`config.mk`:
```
export PLATFORM = sky130hd
export DESIGN_NAME = frr_readout_regs
export DESIGN_NICKNAME = d
export VERILOG_FILES = /design/src/hw/frr_readout_regs.v
export VERILOG_INCLUDE_DIRS = /design/src /design/src/hw
export SDC_FILE = /design/constraint.sdc
export NUM_CORES = 1
export LEC_CHECK = 0
export BUFFER_PORTS_ARGS = -buffer_cell sky130_fd_sc_hd__clkbuf_2
export CAP_MARGIN = 20
export CORE_MARGIN = 2
export CORE_UTILIZATION = 48
export CTS_CLUSTER_DIAMETER = 200
export DETAILED_ROUTE_END_ITERATION = 8
export PLACE_DENSITY = 0.75
export SLEW_MARGIN = 25
export SYNTH_ARGS = -nofsm -noshare
export SYNTH_HDL_FRONTEND = slang
export SYNTH_SLANG_ARGS = --single-unit
```
`constraint.sdc`:
```
create_clock -name clock_in -period 1.4 [get_ports clock_in]
set_input_delay 0.21 -clock clock_in [delete_from_list [all_inputs] [get_ports clock_in]]
set_output_delay 0.21 -clock clock_in [all_outputs]
set_load 0.05 [all_outputs]
```
`src/hw/frr_defines.vh`:
```
`ifndef FRR_DEFINES_VH
`define FRR_DEFINES_VH

// Register offsets (byte addresses on the plain 8-bit port)
`define FRR_ADDR_W 8
`define FRR_OFS_REG_READOUT 8'h2C
`define FRR_OFS_PEAKS 8'h2D
`define FRR_OFS_GAIN_STATE 8'h2E
`define FRR_OFS_CS_CONTROL 8'h2F
`define FRR_OFS_CS_READOUT 8'h30
`define FRR_OFS_REG_MODE 8'h40
`define FRR_OFS_IRQ_STATUS 8'h41
`define FRR_OFS_IRQ_MASK 8'h42

// Field positions
`define FRR_CODE_HI 7
`define FRR_CODE_LO 4
`define FRR_PM_HI 3
`define FRR_PM_LO 0
`define FRR_ILIM_BIT 0
`define FRR_TRIM_HI 7
`define FRR_TRIM_LO 3
`define FRR_GAIN_HI 2
`define FRR_GAIN_LO 0
`define FRR_CAL_END_BIT 2
`define FRR_CAL_ERR_BIT 1
`define FRR_MODE_SEL_BIT 7

// Interrupt status bits
`define FRR_IRQ_CAL_END 0
`define FRR_IRQ_CAL_ERR 1
`define FRR_IRQ_ILIM 2
`define FRR_IRQ_ADJ_DONE 3
`define FRR_IRQ_W 4

// Reset values
`define FRR_RST_CS_CONTROL 8'h00
`define FRR_RST_REG_MODE 8'h00
`define FRR_RST_CODE 4'h0
`define FRR_RST_IRQ 4'h0

// Gain select codes
`define FRR_GAIN_2P8 3'h0
`define FRR_GAIN_6P5 3'h1
`define FRR_GAIN_1P1 3'h2
`define FRR_GAIN_0P5 3'h4
`define FRR_GAIN_0P35 3'h6

`endif

```
`src/hw/frr_readout_regs.v`:
```
// How it works
// [RULE1] Regulator code bits 7:4 show adjust result
// [RULE2] Code 1111 is top voltage, 0.1V steps
// [RULE3] Bit 0 flags regulator current limit
// [RULE4] Amplitude peak in 7:4, held till cleared
// [RULE5] Phase peak in 3:0, held till cleared
// [RULE6] Peak codes form rising logarithmic threshold scale
// [RULE7] Amplitude total gain cut in bits 7:4
// [RULE8] Phase total gain cut in bits 3:0
// [RULE9] Control bits 7:3 hold manual trim
// [RULE10] Zero manual trim selects automatic calibration
// [RULE11] Three-bit sensor gain; codes 3, 5 and 7 unused
// [RULE12] Readout bits 7:3 show trim in effect
// [RULE13] Readout bit 2 set when calibration ends
// [RULE14] Readout bit 1 set on calibration error
// [RULE15] Mode bit picks adjust or software code
// [RULE16] Reserved bits zero; read-only writes ignored
// [RULE17] Clear command zeroes both peaks together
`include "frr_defines.vh"

module frr_readout_regs #(
    parameter CODE_W = 4,
    parameter TRIM_W = 5
) (
    input wire clock_in,
    input wire rst_in,
    input wire [7:0] addr_in,
    input wire [7:0] wdata_in,
    input wire wr_in,
    input wire rd_in,
    output reg [7:0] rdata_out,
    input wire adjust_done_in,
    input wire [CODE_W-1:0] adjust_code_in,
    input wire ilim_in,
    input wire rx_start_in,
    input wire peak_clear_in,
    input wire [CODE_W-1:0] amp_level_in,
    input wire [CODE_W-1:0] phase_level_in,
    input wire [CODE_W-1:0] amp_gain_cut_in,
    input wire [CODE_W-1:0] phase_gain_cut_in,
    input wire cal_done_in,
    input wire cal_fail_in,
    input wire [TRIM_W-1:0] auto_trim_in,
    output reg [CODE_W-1:0] reg_code_out,
    output reg [TRIM_W-1:0] trim_out,
    output reg auto_cal_out,
    output reg [2:0] sense_gain_out,
    output reg irq_out
);

////////////////////////////////////////////////////////////////////////
// Captured front-end status
reg [CODE_W-1:0] adj_code_ff;
reg [CODE_W-1:0] nxt_adj_code;
reg ilim_ff;
reg ilim_prev_ff;
reg [CODE_W-1:0] amp_peak_ff;
reg [CODE_W-1:0] nxt_amp_peak;
reg [CODE_W-1:0] phase_peak_ff;
reg [CODE_W-1:0] nxt_phase_peak;
reg [CODE_W-1:0] amp_cut_ff;
reg [CODE_W-1:0] phase_cut_ff;
reg [TRIM_W-1:0] cal_val_ff;
reg [TRIM_W-1:0] nxt_cal_val;
reg cal_end_ff;
reg nxt_cal_end;
reg cal_err_ff;
reg nxt_cal_err;

// Software-written registers
reg [7:0] cs_ctrl_ff;
reg [7:0] nxt_cs_ctrl;
reg [7:0] reg_mode_ff;
reg [7:0] nxt_reg_mode;
reg [`FRR_IRQ_W-1:0] irq_mask_ff;
reg [`FRR_IRQ_W-1:0] nxt_irq_mask;
reg [`FRR_IRQ_W-1:0] irq_stat_ff;
wire [`FRR_IRQ_W-1:0] nxt_irq_stat;
reg [7:0] nxt_rdata;

////////////////////////////////////////////////////////////////////////
// Address decode and derived fields
wire wr_cs_ctrl = wr_in && (addr_in == `FRR_OFS_CS_CONTROL);
wire wr_reg_mode = wr_in && (addr_in == `FRR_OFS_REG_MODE);
wire wr_irq_mask = wr_in && (addr_in == `FRR_OFS_IRQ_MASK);
wire wr_irq = wr_in && (addr_in == `FRR_OFS_IRQ_STATUS);

wire [TRIM_W-1:0] manual_trim = cs_ctrl_ff[`FRR_TRIM_HI:`FRR_TRIM_LO];
wire use_auto = (manual_trim == {TRIM_W{1'b0}}); // [RULE10]
wire sw_mode = reg_mode_ff[`FRR_MODE_SEL_BIT];
wire [CODE_W-1:0] sw_code = reg_mode_ff[6:3];
// Code is a typical voltage index only; analog side decodes mode-specific level
wire [CODE_W-1:0] eff_code = sw_mode ? sw_code : adj_code_ff; // [RULE15] [RULE2]
wire [TRIM_W-1:0] eff_trim = use_auto ? cal_val_ff : manual_trim; // [RULE10] [RULE12]
wire peak_restart = peak_clear_in || rx_start_in;
wire [`FRR_IRQ_W-1:0] irq_events;
wire [`FRR_IRQ_W-1:0] irq_w1c;

////////////////////////////////////////////////////////////////////////
// Next values of the captured status
always @* begin
    nxt_adj_code = adj_code_ff;
    if (adjust_done_in) begin
        nxt_adj_code = adjust_code_in; // [RULE1]
    end
end

// Clear and new reception both restart the peak search
always @* begin
    nxt_amp_peak = amp_peak_ff;
    if (peak_restart) begin
        nxt_amp_peak = {CODE_W{1'b0}}; // [RULE17] [RULE4]
    end else if (amp_level_in > amp_peak_ff) begin
        // Codes are monotonic thresholds so the max is the peak
        nxt_amp_peak = amp_level_in; // [RULE4] [RULE6]
    end
end

always @* begin
    nxt_phase_peak = phase_peak_ff;
    if (peak_restart) begin
        nxt_phase_peak = {CODE_W{1'b0}}; // [RULE17] [RULE5]
    end else if (phase_level_in > phase_peak_ff) begin
        nxt_phase_peak = phase_level_in; // [RULE5] [RULE6]
    end
end

// Result and flags stay until the next calibration finishes
always @* begin
    nxt_cal_val = cal_val_ff;
    nxt_cal_end = cal_end_ff;
    nxt_cal_err = cal_err_ff;
    if (cal_done_in) begin
        nxt_cal_val = auto_trim_in;
        nxt_cal_end = 1'b1; // [RULE13]
        nxt_cal_err = cal_fail_in; // [RULE14]
    end
end

////////////////////////////////////////////////////////////////////////
// Status capture, one register per process
always @(posedge clock_in) begin
    if (rst_in) begin
        adj_code_ff <= `FRR_RST_CODE;
    end else begin
        adj_code_ff <= nxt_adj_code;
    end
end

always @(posedge clock_in) begin
    if (rst_in) begin
        ilim_ff <= 1'b0;
    end else begin
        ilim_ff <= ilim_in; // [RULE3]
    end
end

// Resets low like the idle pin, so no false edge follows reset
always @(posedge clock_in) begin
    if (rst_in) begin
        ilim_prev_ff <= 1'b0;
    end else begin
        ilim_prev_ff <= ilim_ff;
    end
end

always @(posedge clock_in) begin
    if (rst_in) begin
        amp_peak_ff <= {CODE_W{1'b0}};
    end else begin
        amp_peak_ff <= nxt_amp_peak;
    end
end

always @(posedge clock_in) begin
    if (rst_in) begin
        phase_peak_ff <= {CODE_W{1'b0}};
    end else begin
        phase_peak_ff <= nxt_phase_peak;
    end
end

always @(posedge clock_in) begin
    if (rst_in) begin
        amp_cut_ff <= {CODE_W{1'b0}};
    end else begin
        amp_cut_ff <= amp_gain_cut_in; // [RULE7]
    end
end

always @(posedge clock_in) begin
    if (rst_in) begin
        phase_cut_ff <= {CODE_W{1'b0}};
    end else begin
        phase_cut_ff <= phase_gain_cut_in; // [RULE8]
    end
end

always @(posedge clock_in) begin
    if (rst_in) begin
        cal_val_ff <= {TRIM_W{1'b0}};
    end else begin
        cal_val_ff <= nxt_cal_val;
    end
end

always @(posedge clock_in) begin
    if (rst_in) begin
        cal_end_ff <= 1'b0;
    end else begin
        cal_end_ff <= nxt_cal_end;
    end
end

always @(posedge clock_in) begin
    if (rst_in) begin
        cal_err_ff <= 1'b0;
    end else begin
        cal_err_ff <= nxt_cal_err;
    end
end

////////////////////////////////////////////////////////////////////////
// Writable registers; read-only offsets have no write path
always @* begin
    nxt_cs_ctrl = cs_ctrl_ff;
    if (wr_cs_ctrl) begin
        nxt_cs_ctrl = wdata_in; // [RULE9] [RULE11]
    end
end

// Low three bits are not stored so they always read back as zero
always @* begin
    nxt_reg_mode = reg_mode_ff;
    if (wr_reg_mode) begin
        nxt_reg_mode = {wdata_in[7:3], 3'h0}; // [RULE15]
    end
end

always @* begin
    nxt_irq_mask = irq_mask_ff;
    if (wr_irq_mask) begin
        nxt_irq_mask = wdata_in[`FRR_IRQ_W-1:0];
    end
end

always @(posedge clock_in) begin
    if (rst_in) begin
        cs_ctrl_ff <= `FRR_RST_CS_CONTROL;
    end else begin
        cs_ctrl_ff <= nxt_cs_ctrl; // [RULE16]
    end
end

always @(posedge clock_in) begin
    if (rst_in) begin
        reg_mode_ff <= `FRR_RST_REG_MODE;
    end else begin
        reg_mode_ff <= nxt_reg_mode;
    end
end

always @(posedge clock_in) begin
    if (rst_in) begin
        irq_mask_ff <= `FRR_RST_IRQ;
    end else begin
        irq_mask_ff <= nxt_irq_mask;
    end
end

////////////////////////////////////////////////////////////////////////
// Sticky interrupts: a new event wins over a same-cycle write-one clear
assign irq_events[`FRR_IRQ_CAL_END] = cal_done_in;
assign irq_events[`FRR_IRQ_CAL_ERR] = cal_done_in && cal_fail_in;
assign irq_events[`FRR_IRQ_ILIM] = ilim_ff && !ilim_prev_ff;
assign irq_events[`FRR_IRQ_ADJ_DONE] = adjust_done_in;
assign irq_w1c = wr_irq ? wdata_in[`FRR_IRQ_W-1:0] : {`FRR_IRQ_W{1'b0}};

genvar gi;
generate
    for (gi = 0; gi < `FRR_IRQ_W; gi = gi + 1) begin : g_irq
        assign nxt_irq_stat[gi] = irq_events[gi] | (irq_stat_ff[gi] & ~irq_w1c[gi]);
    end
endgenerate

always @(posedge clock_in) begin
    if (rst_in) begin
        irq_stat_ff <= `FRR_RST_IRQ;
    end else begin
        irq_stat_ff <= nxt_irq_stat;
    end
end

////////////////////////////////////////////////////////////////////////
// Read mux; unmapped and idle cycles return zero
always @* begin
    nxt_rdata = 8'h00;
    if (rd_in) begin
        case (addr_in)
            `FRR_OFS_REG_READOUT: nxt_rdata = {eff_code, 3'h0, ilim_ff}; // [RULE1] [RULE3] [RULE16]
            `FRR_OFS_PEAKS: nxt_rdata = {amp_peak_ff, phase_peak_ff}; // [RULE4] [RULE5]
            `FRR_OFS_GAIN_STATE: nxt_rdata = {amp_cut_ff, phase_cut_ff}; // [RULE7] [RULE8]
            `FRR_OFS_CS_CONTROL: nxt_rdata = cs_ctrl_ff;
            `FRR_OFS_CS_READOUT: nxt_rdata = {eff_trim, cal_end_ff, cal_err_ff, 1'b0}; // [RULE12] [RULE16]
            `FRR_OFS_REG_MODE: nxt_rdata = reg_mode_ff;
            `FRR_OFS_IRQ_STATUS: nxt_rdata = {4'h0, irq_stat_ff};
            `FRR_OFS_IRQ_MASK: nxt_rdata = {4'h0, irq_mask_ff};
            default: nxt_rdata = 8'h00;
        endcase
    end
end

////////////////////////////////////////////////////////////////////////
// Registered outputs
always @(posedge clock_in) begin
    if (rst_in) begin
        rdata_out <= 8'h00;
    end else begin
        rdata_out <= nxt_rdata;
    end
end

always @(posedge clock_in) begin
    if (rst_in) begin
        reg_code_out <= `FRR_RST_CODE;
    end else begin
        reg_code_out <= eff_code; // [RULE15]
    end
end

always @(posedge clock_in) begin
    if (rst_in) begin
        trim_out <= {TRIM_W{1'b0}};
    end else begin
        trim_out <= eff_trim; // [RULE12]
    end
end

// Reset trim field is zero, so automatic calibration is in force
always @(posedge clock_in) begin
    if (rst_in) begin
        auto_cal_out <= 1'b1;
    end else begin
        auto_cal_out <= use_auto; // [RULE10]
    end
end

always @(posedge clock_in) begin
    if (rst_in) begin
        sense_gain_out <= 3'h0;
    end else begin
        sense_gain_out <= cs_ctrl_ff[`FRR_GAIN_HI:`FRR_GAIN_LO]; // [RULE11]
    end
end

always @(posedge clock_in) begin
    if (rst_in) begin
        irq_out <= 1'b0;
    end else begin
        irq_out <= |(irq_stat_ff & irq_mask_ff);
    end
end

endmodule

```
; Yosys cells after proc, flatten, opt, wreduce, memory -nomap -nowiden
; Cells that the tools add are included.
[word_totals]
reg_bits = 72
latch_bits = 0
ram_bits = 0
romBits = 0
in_bits = 51
out_inout_bits = 22
word_cells = 60
n_memories = 0
[classes]
add_sub_neg = 0
n_mul = 0
div = 0
order_cmp = 2
eq_ne = 8
shift = 0
muxes = 4
bitwise = 14
reduce_logical = 12
[ops]
columns = cell, n
row1 = $pmux W8 S8, 1
row2 = $eq A8 B6 Y1 const B, 5
row3 = $eq A8 B7 Y1 const B, 3
row4 = $gt A4 B4 Y1, 2
row5 = $mux W4, 2
row6 = $logic_and A1 B1 Y1, 6
row7 = $logic_not A5 Y1, 1
row8 = $mux W5, 1
row9 = $not A1 Y1, 5
row10 = $and A1 B1 Y1, 4
row11 = $and A4 B4 Y4, 1
row12 = $or A1 B1 Y1, 4
row13 = $reduce_or A2 Y1, 2
row14 = $reduce_or A4 Y1, 1
row15 = $logic_not A1 Y1, 1
row16 = $logic_or A1 B1 Y1, 1

; Logic depth before layout (Yosys ltp)
[logic_depth]
word_depth = 6
ltp_mapped = 6
ltp_nobuf = 6

; Least setup slack after synthesis
; Ideal clock, no wire load.
[synth_path]
path_type = register to register
from = reg amp_peak_ff[3]
to = reg amp_peak_ff[0]
setup_ns = 0.076
arrival_ns = 1.440
required_ns = 1.324
setup_slack_ns = -0.116
path_stages_with_launch = 7
path_buffers = 0
path_cell_list = dfxtp_1 inv_1 ha_1 and4b_1 a211oi_1 o21ai_0 a21boi_0
[synth_between]
elab_chain_len = 1
[synth_lines]
columns = item, line_no
row1 = from (decl), frr_readout_regs.v:57  ; reg [CODE_W-1:0] amp_peak_ff;
row2 = from (signal assigned), frr_readout_regs.v:169  ; amp_peak_ff <= {CODE_W{1'b0}};
row3 = from (signal assigned), frr_readout_regs.v:171  ; amp_peak_ff <= nxt_amp_peak;
row4 = $gt A4 B4 Y1, frr_readout_regs.v:113  ; end else if (amp_level_in > amp_peak_ff) begin
; No other way between the ends.
; A chain may end at the register's enable or synchronous reset.

; Worst setup path in the final report
[layout_path]
from = reg phase_peak_ff[1]
to = reg phase_peak_ff[1]
[layout_between]
elab_chain_len = 1
[layout_lines]
columns = item, line_no
row1 = from (decl), frr_readout_regs.v:59  ; reg [CODE_W-1:0] phase_peak_ff;
row2 = from (signal assigned), frr_readout_regs.v:177  ; phase_peak_ff <= {CODE_W{1'b0}};
row3 = from (signal assigned), frr_readout_regs.v:179  ; phase_peak_ff <= nxt_phase_peak;
row4 = $gt A4 B4 Y1, frr_readout_regs.v:123  ; end else if (phase_level_in > phase_peak_ff) begin
; No other way between the ends.

==> flow_summary.ini <==
[sta]
worst-slew-pin-transition_ns = 0.5036
headroom_to_the_max_slew_limit = 0.6643
setup_viol = 8
finalWorstSetupSlack_ns = -0.05111
hold_violations = 0
timing.fmax_mhz = 689.1
period_minus_slack_ns = 1.451
timing.final.max_slew_violations = 0
timing.setup.tns_ns = -0.2051
hold_ws_ns = 0.06557
rsz0062_at_grt = yes
layout_worst_path_cycle_share = 1.037
final.setup_skew_ns = 0.01106

[critical_path]
crit_slowest_cell = sky130_fd_sc_hd__dfxtp_2
crit_fanout = 4
worst_ep_arrival_time_ns = 1.72
worstPathBufferInverterCount = 2
kind_of_end_point_of_the_critical_path = flop
cp_top_family = compound AO/OA/AOI/OAI gates
r2r_setup_slack_ns = -0.05
cp_data_required_time_ns = 1.67
worstSetupPathType = flop to flop
reg2reg_to = phase_peak_ff[1]
critPathMaxStageDelay_ns = 0.33
cell_by_cell_listing_of_the_critical_path = inv_2 -> ha_4 -> and4b_1 -> a211oi_2 -> buf_4 -> o21ai_1 -> a21boi_1
worstRegToRegCells = 7
regToRegStartpoint = phase_peak_ff[1]
startpoint_type = flop

[die]
fp.coreArea_um2 = 6386
die_h_um = 85.66
number_of_top_level_pins = 73
dieArea_um2 = 7337
die_x_um = 85.66
rows = 29
start_util = 0.5012

[cells_and_area]
multi_input_area_um2 = 1743
post_route_cells_drive_above_1_share = 0.3822
syn_to_layout_area_delta_pct = 31.63
stdcell_area_um2 = 4213
fill_cells = 556
final_core_utilization = 0.6597
antenna_cells_inserted = 0
final_nets = 491
area.sequential_um2 = 1449

[placed_design]
routabilityCongestion = 0.8849
dpl-instance-area_um2 = 3916
place_worst_setup_slack_ns = -0.1733
detailed_place_hpwl_um = 5959
port_buffers = 72

[detailed_routing]
drtIter0Drc = 148
drt_wl_total_um = 7809
wl_cell_um = 15.19
route.detailed.vias_per_inst = 5.346
drt_first_pass_iters = 4
post-route-drc-count = 0
detailroute.via_count = 2748
antenna_violating_nets_post_route = 0

[synthesis]
synthFlopType = sky130_fd_sc_hd__dfxtp_1
synth_enable_flop_cells = 0
synthesis.instances = 324
avgSynthCellArea_um2 = 9.878
largest_family_of_logic_cells_by_synthesized_area = simple AND/OR/NAND/NOR gates
fraction_of_the_mapped_netlist_area_in_compound_gates = 0.1615
post_syn_nets = 383
synth.ff_latch_count = 72
synth_seq_area_share = 0.4504
yosysWarningCount = 0
parity_gate_share_of_the_synthesized_area_counting_xor_and_xnor_cells = 0
share_of_cell_area_taken_by_muxes_after_synthesis = 0.1145
post_synth_fa_ha_maj_area_fraction = 0.03127
netlist_area_um2 = 3201
ys_async_sr_fraction = 0
post_synth_num_cell_types = 50
synth_simple_gate_area_frac = 0.2045

[cts]
ctsHtreeMaxLevel = 3
clock_insertion_delay_worst_skew_ns = 0.35
post_cts_hold_buffer_count = 0
clock_tree.buffer_depth = 2
cts.sink_count = 72
tritoncts = done
tritoncts.num_buffers = 9
root_buffer = sky130_fd_sc_hd__clkbuf_8
clock_pin_transition_on_the_worst_setup_and_hold_timing_paths_ns = 0.07

[grt]
grtUsageTotal = 0.2309
first_global_vias = 2719
number_of_antenna_violations_at_the_first_check_in_global_routing = 0
gr-total-overflow = 0
grt_start_max_net_pins = 51
grt_pass1_wl_um = 12930

[outcome]
status = finished with violations
failed_checks = negative setup slack

[pwr]
leakagePower_uw = 0.001859
powerDensity_nw_per_um2 = 1029
ir_worst_vdd_uv = 753.8

[worst_hold_path]
hold_depth = 2
startpoint_of_the_worst_hold_path = ilim_in
min_path_type = input pin to flop
hold_path_end = ilim_ff

[run]
timing.max_cap.violations = 0
-- Yosys cell counts, types with 6 or more instances --
| cell type | number | share of area |
|---|---|---|
| sky130_fd_sc_hd__a21boi_0 | 8 | 0.019 |
| sky130_fd_sc_hd__a21oi_1 | 12 | 0.019 |
| sky130_fd_sc_hd__a22oi_1 | 6 | 0.014 |
| sky130_fd_sc_hd__and2_1 | 6 | 0.012 |
| sky130_fd_sc_hd__clkbuf_1 | 11 | 0.013 |
| sky130_fd_sc_hd__dfxtp_1 | 72 | 0.45 |
| sky130_fd_sc_hd__ha_1 | 8 | 0.031 |
| sky130_fd_sc_hd__inv_1 | 14 | 0.016 |
| sky130_fd_sc_hd__mux2i_1 | 34 | 0.11 |
| sky130_fd_sc_hd__nand2_1 | 16 | 0.019 |
| sky130_fd_sc_hd__nand3_1 | 10 | 0.016 |
| sky130_fd_sc_hd__nor2_1 | 35 | 0.041 |
| sky130_fd_sc_hd__nor2b_1 | 13 | 0.025 |
| sky130_fd_sc_hd__o21ai_0 | 12 | 0.019 |
-- power by group --
part	switching [uW]	internal [uW]
clock network	753	913
logic	289	242
registers	30.2	2110
total	1070	3260
-- sequential cells by signal, indices dropped and copies added, names as in the netlist, 3 cells and up --
register,count
cs_ctrl_ff,8
amp_peak_ff,4
amp_cut_ff,4
cal_val_ff,5
phase_peak_ff,4
trim_out,5
reg_code_out,4
sense_gain_out,3
reg_mode_ff,5
rdata_out,8
adj_code_ff,4
irq_mask_ff,4
phase_cut_ff,4
irq_stat_ff,4
-- layout make-up --
type / count / area share
multi-input cells: 224 / 0.4137
clock buffers: 11 / 0.03594
flip-flops and latches: 72 / 0.3439
well taps: 77 / 0.02287
clock inverters: 5 / 0.01307
inverters: 14 / 0.01247
repair buffers: 111 / 0.1580
-- per-layer routing --
metal | track usage | wire, um | vias to the layer above
li1 | - | - | 1387
met1 | 0.3040 | 3641 | 1269
met2 | 0.3530 | 3528 | 83
met3 | 0.06449 | 518 | 9
met4 | 0.1068 | 121 | 0
met5 | 0 | 0 | -
-- worst max path at each step --
stage	cells after the start	endpoint	slack, ns	start
after detailed placement	6	phase_peak_ff[2]	-0.17	phase_peak_ff[1]
after floorplan	6	amp_peak_ff[0]	0.03	amp_peak_ff[2]
after CTS	7	phase_peak_ff[1]	-0.04	phase_peak_ff[2]
final	7	phase_peak_ff[1]	-0.05	phase_peak_ff[1]
after global placement	5	rdata_out[3]	-0.08	addr_in[1]
after global routing	7	phase_peak_ff[1]	-0.11	phase_peak_ff[3]
-- cell usage in the layout (no fill, tap or decap), types with 10 or more instances in the layout --
cell type                  instances
sky130_fd_sc_hd__nor2_1           35
sky130_fd_sc_hd__clkbuf_2         72
sky130_fd_sc_hd__nand2_1          16
sky130_fd_sc_hd__dfxtp_1          66
sky130_fd_sc_hd__nand3_1          10
sky130_fd_sc_hd__mux2i_1          34
sky130_fd_sc_hd__buf_4            38
sky130_fd_sc_hd__clkbuf_8         11
sky130_fd_sc_hd__nor2b_1          13
sky130_fd_sc_hd__a21oi_1          12
-- kinds of logic after synthesis --
logic type               Yosys count
flip-flops                        72
adder cells (fa/ha/maj)            8
AND/OR/NAND/NOR                  110
AO/OA/AOI/OAI                     71
buffers and inverters             28
multiplexers                      35
-- timing repair --
item                       4_1_cts  5_1_grt
setup buffers                    2        3
pin swaps                       20        9
setup endpoints to repair        8        8
resized for setup               27        8
-- through the flow --
stage               instances  power (uW)
detailed placement        493        2683
global route              514        4522
floorplan                 324        2473
global placement          493        2668
CTS                       511        4369
finish                    514        4335
-- worst register-to-register path: stages (launching register included) --
cell	delay [ns]
sky130_fd_sc_hd__dfxtp_2	0.33
sky130_fd_sc_hd__inv_2	0.08
sky130_fd_sc_hd__ha_4	0.20
sky130_fd_sc_hd__and4b_1	0.20
sky130_fd_sc_hd__a211oi_2	0.19
sky130_fd_sc_hd__buf_4	0.17
sky130_fd_sc_hd__o21ai_1	0.08
sky130_fd_sc_hd__a21boi_1	0.14
No activity file was read; power rests on OpenSTA's default activity.
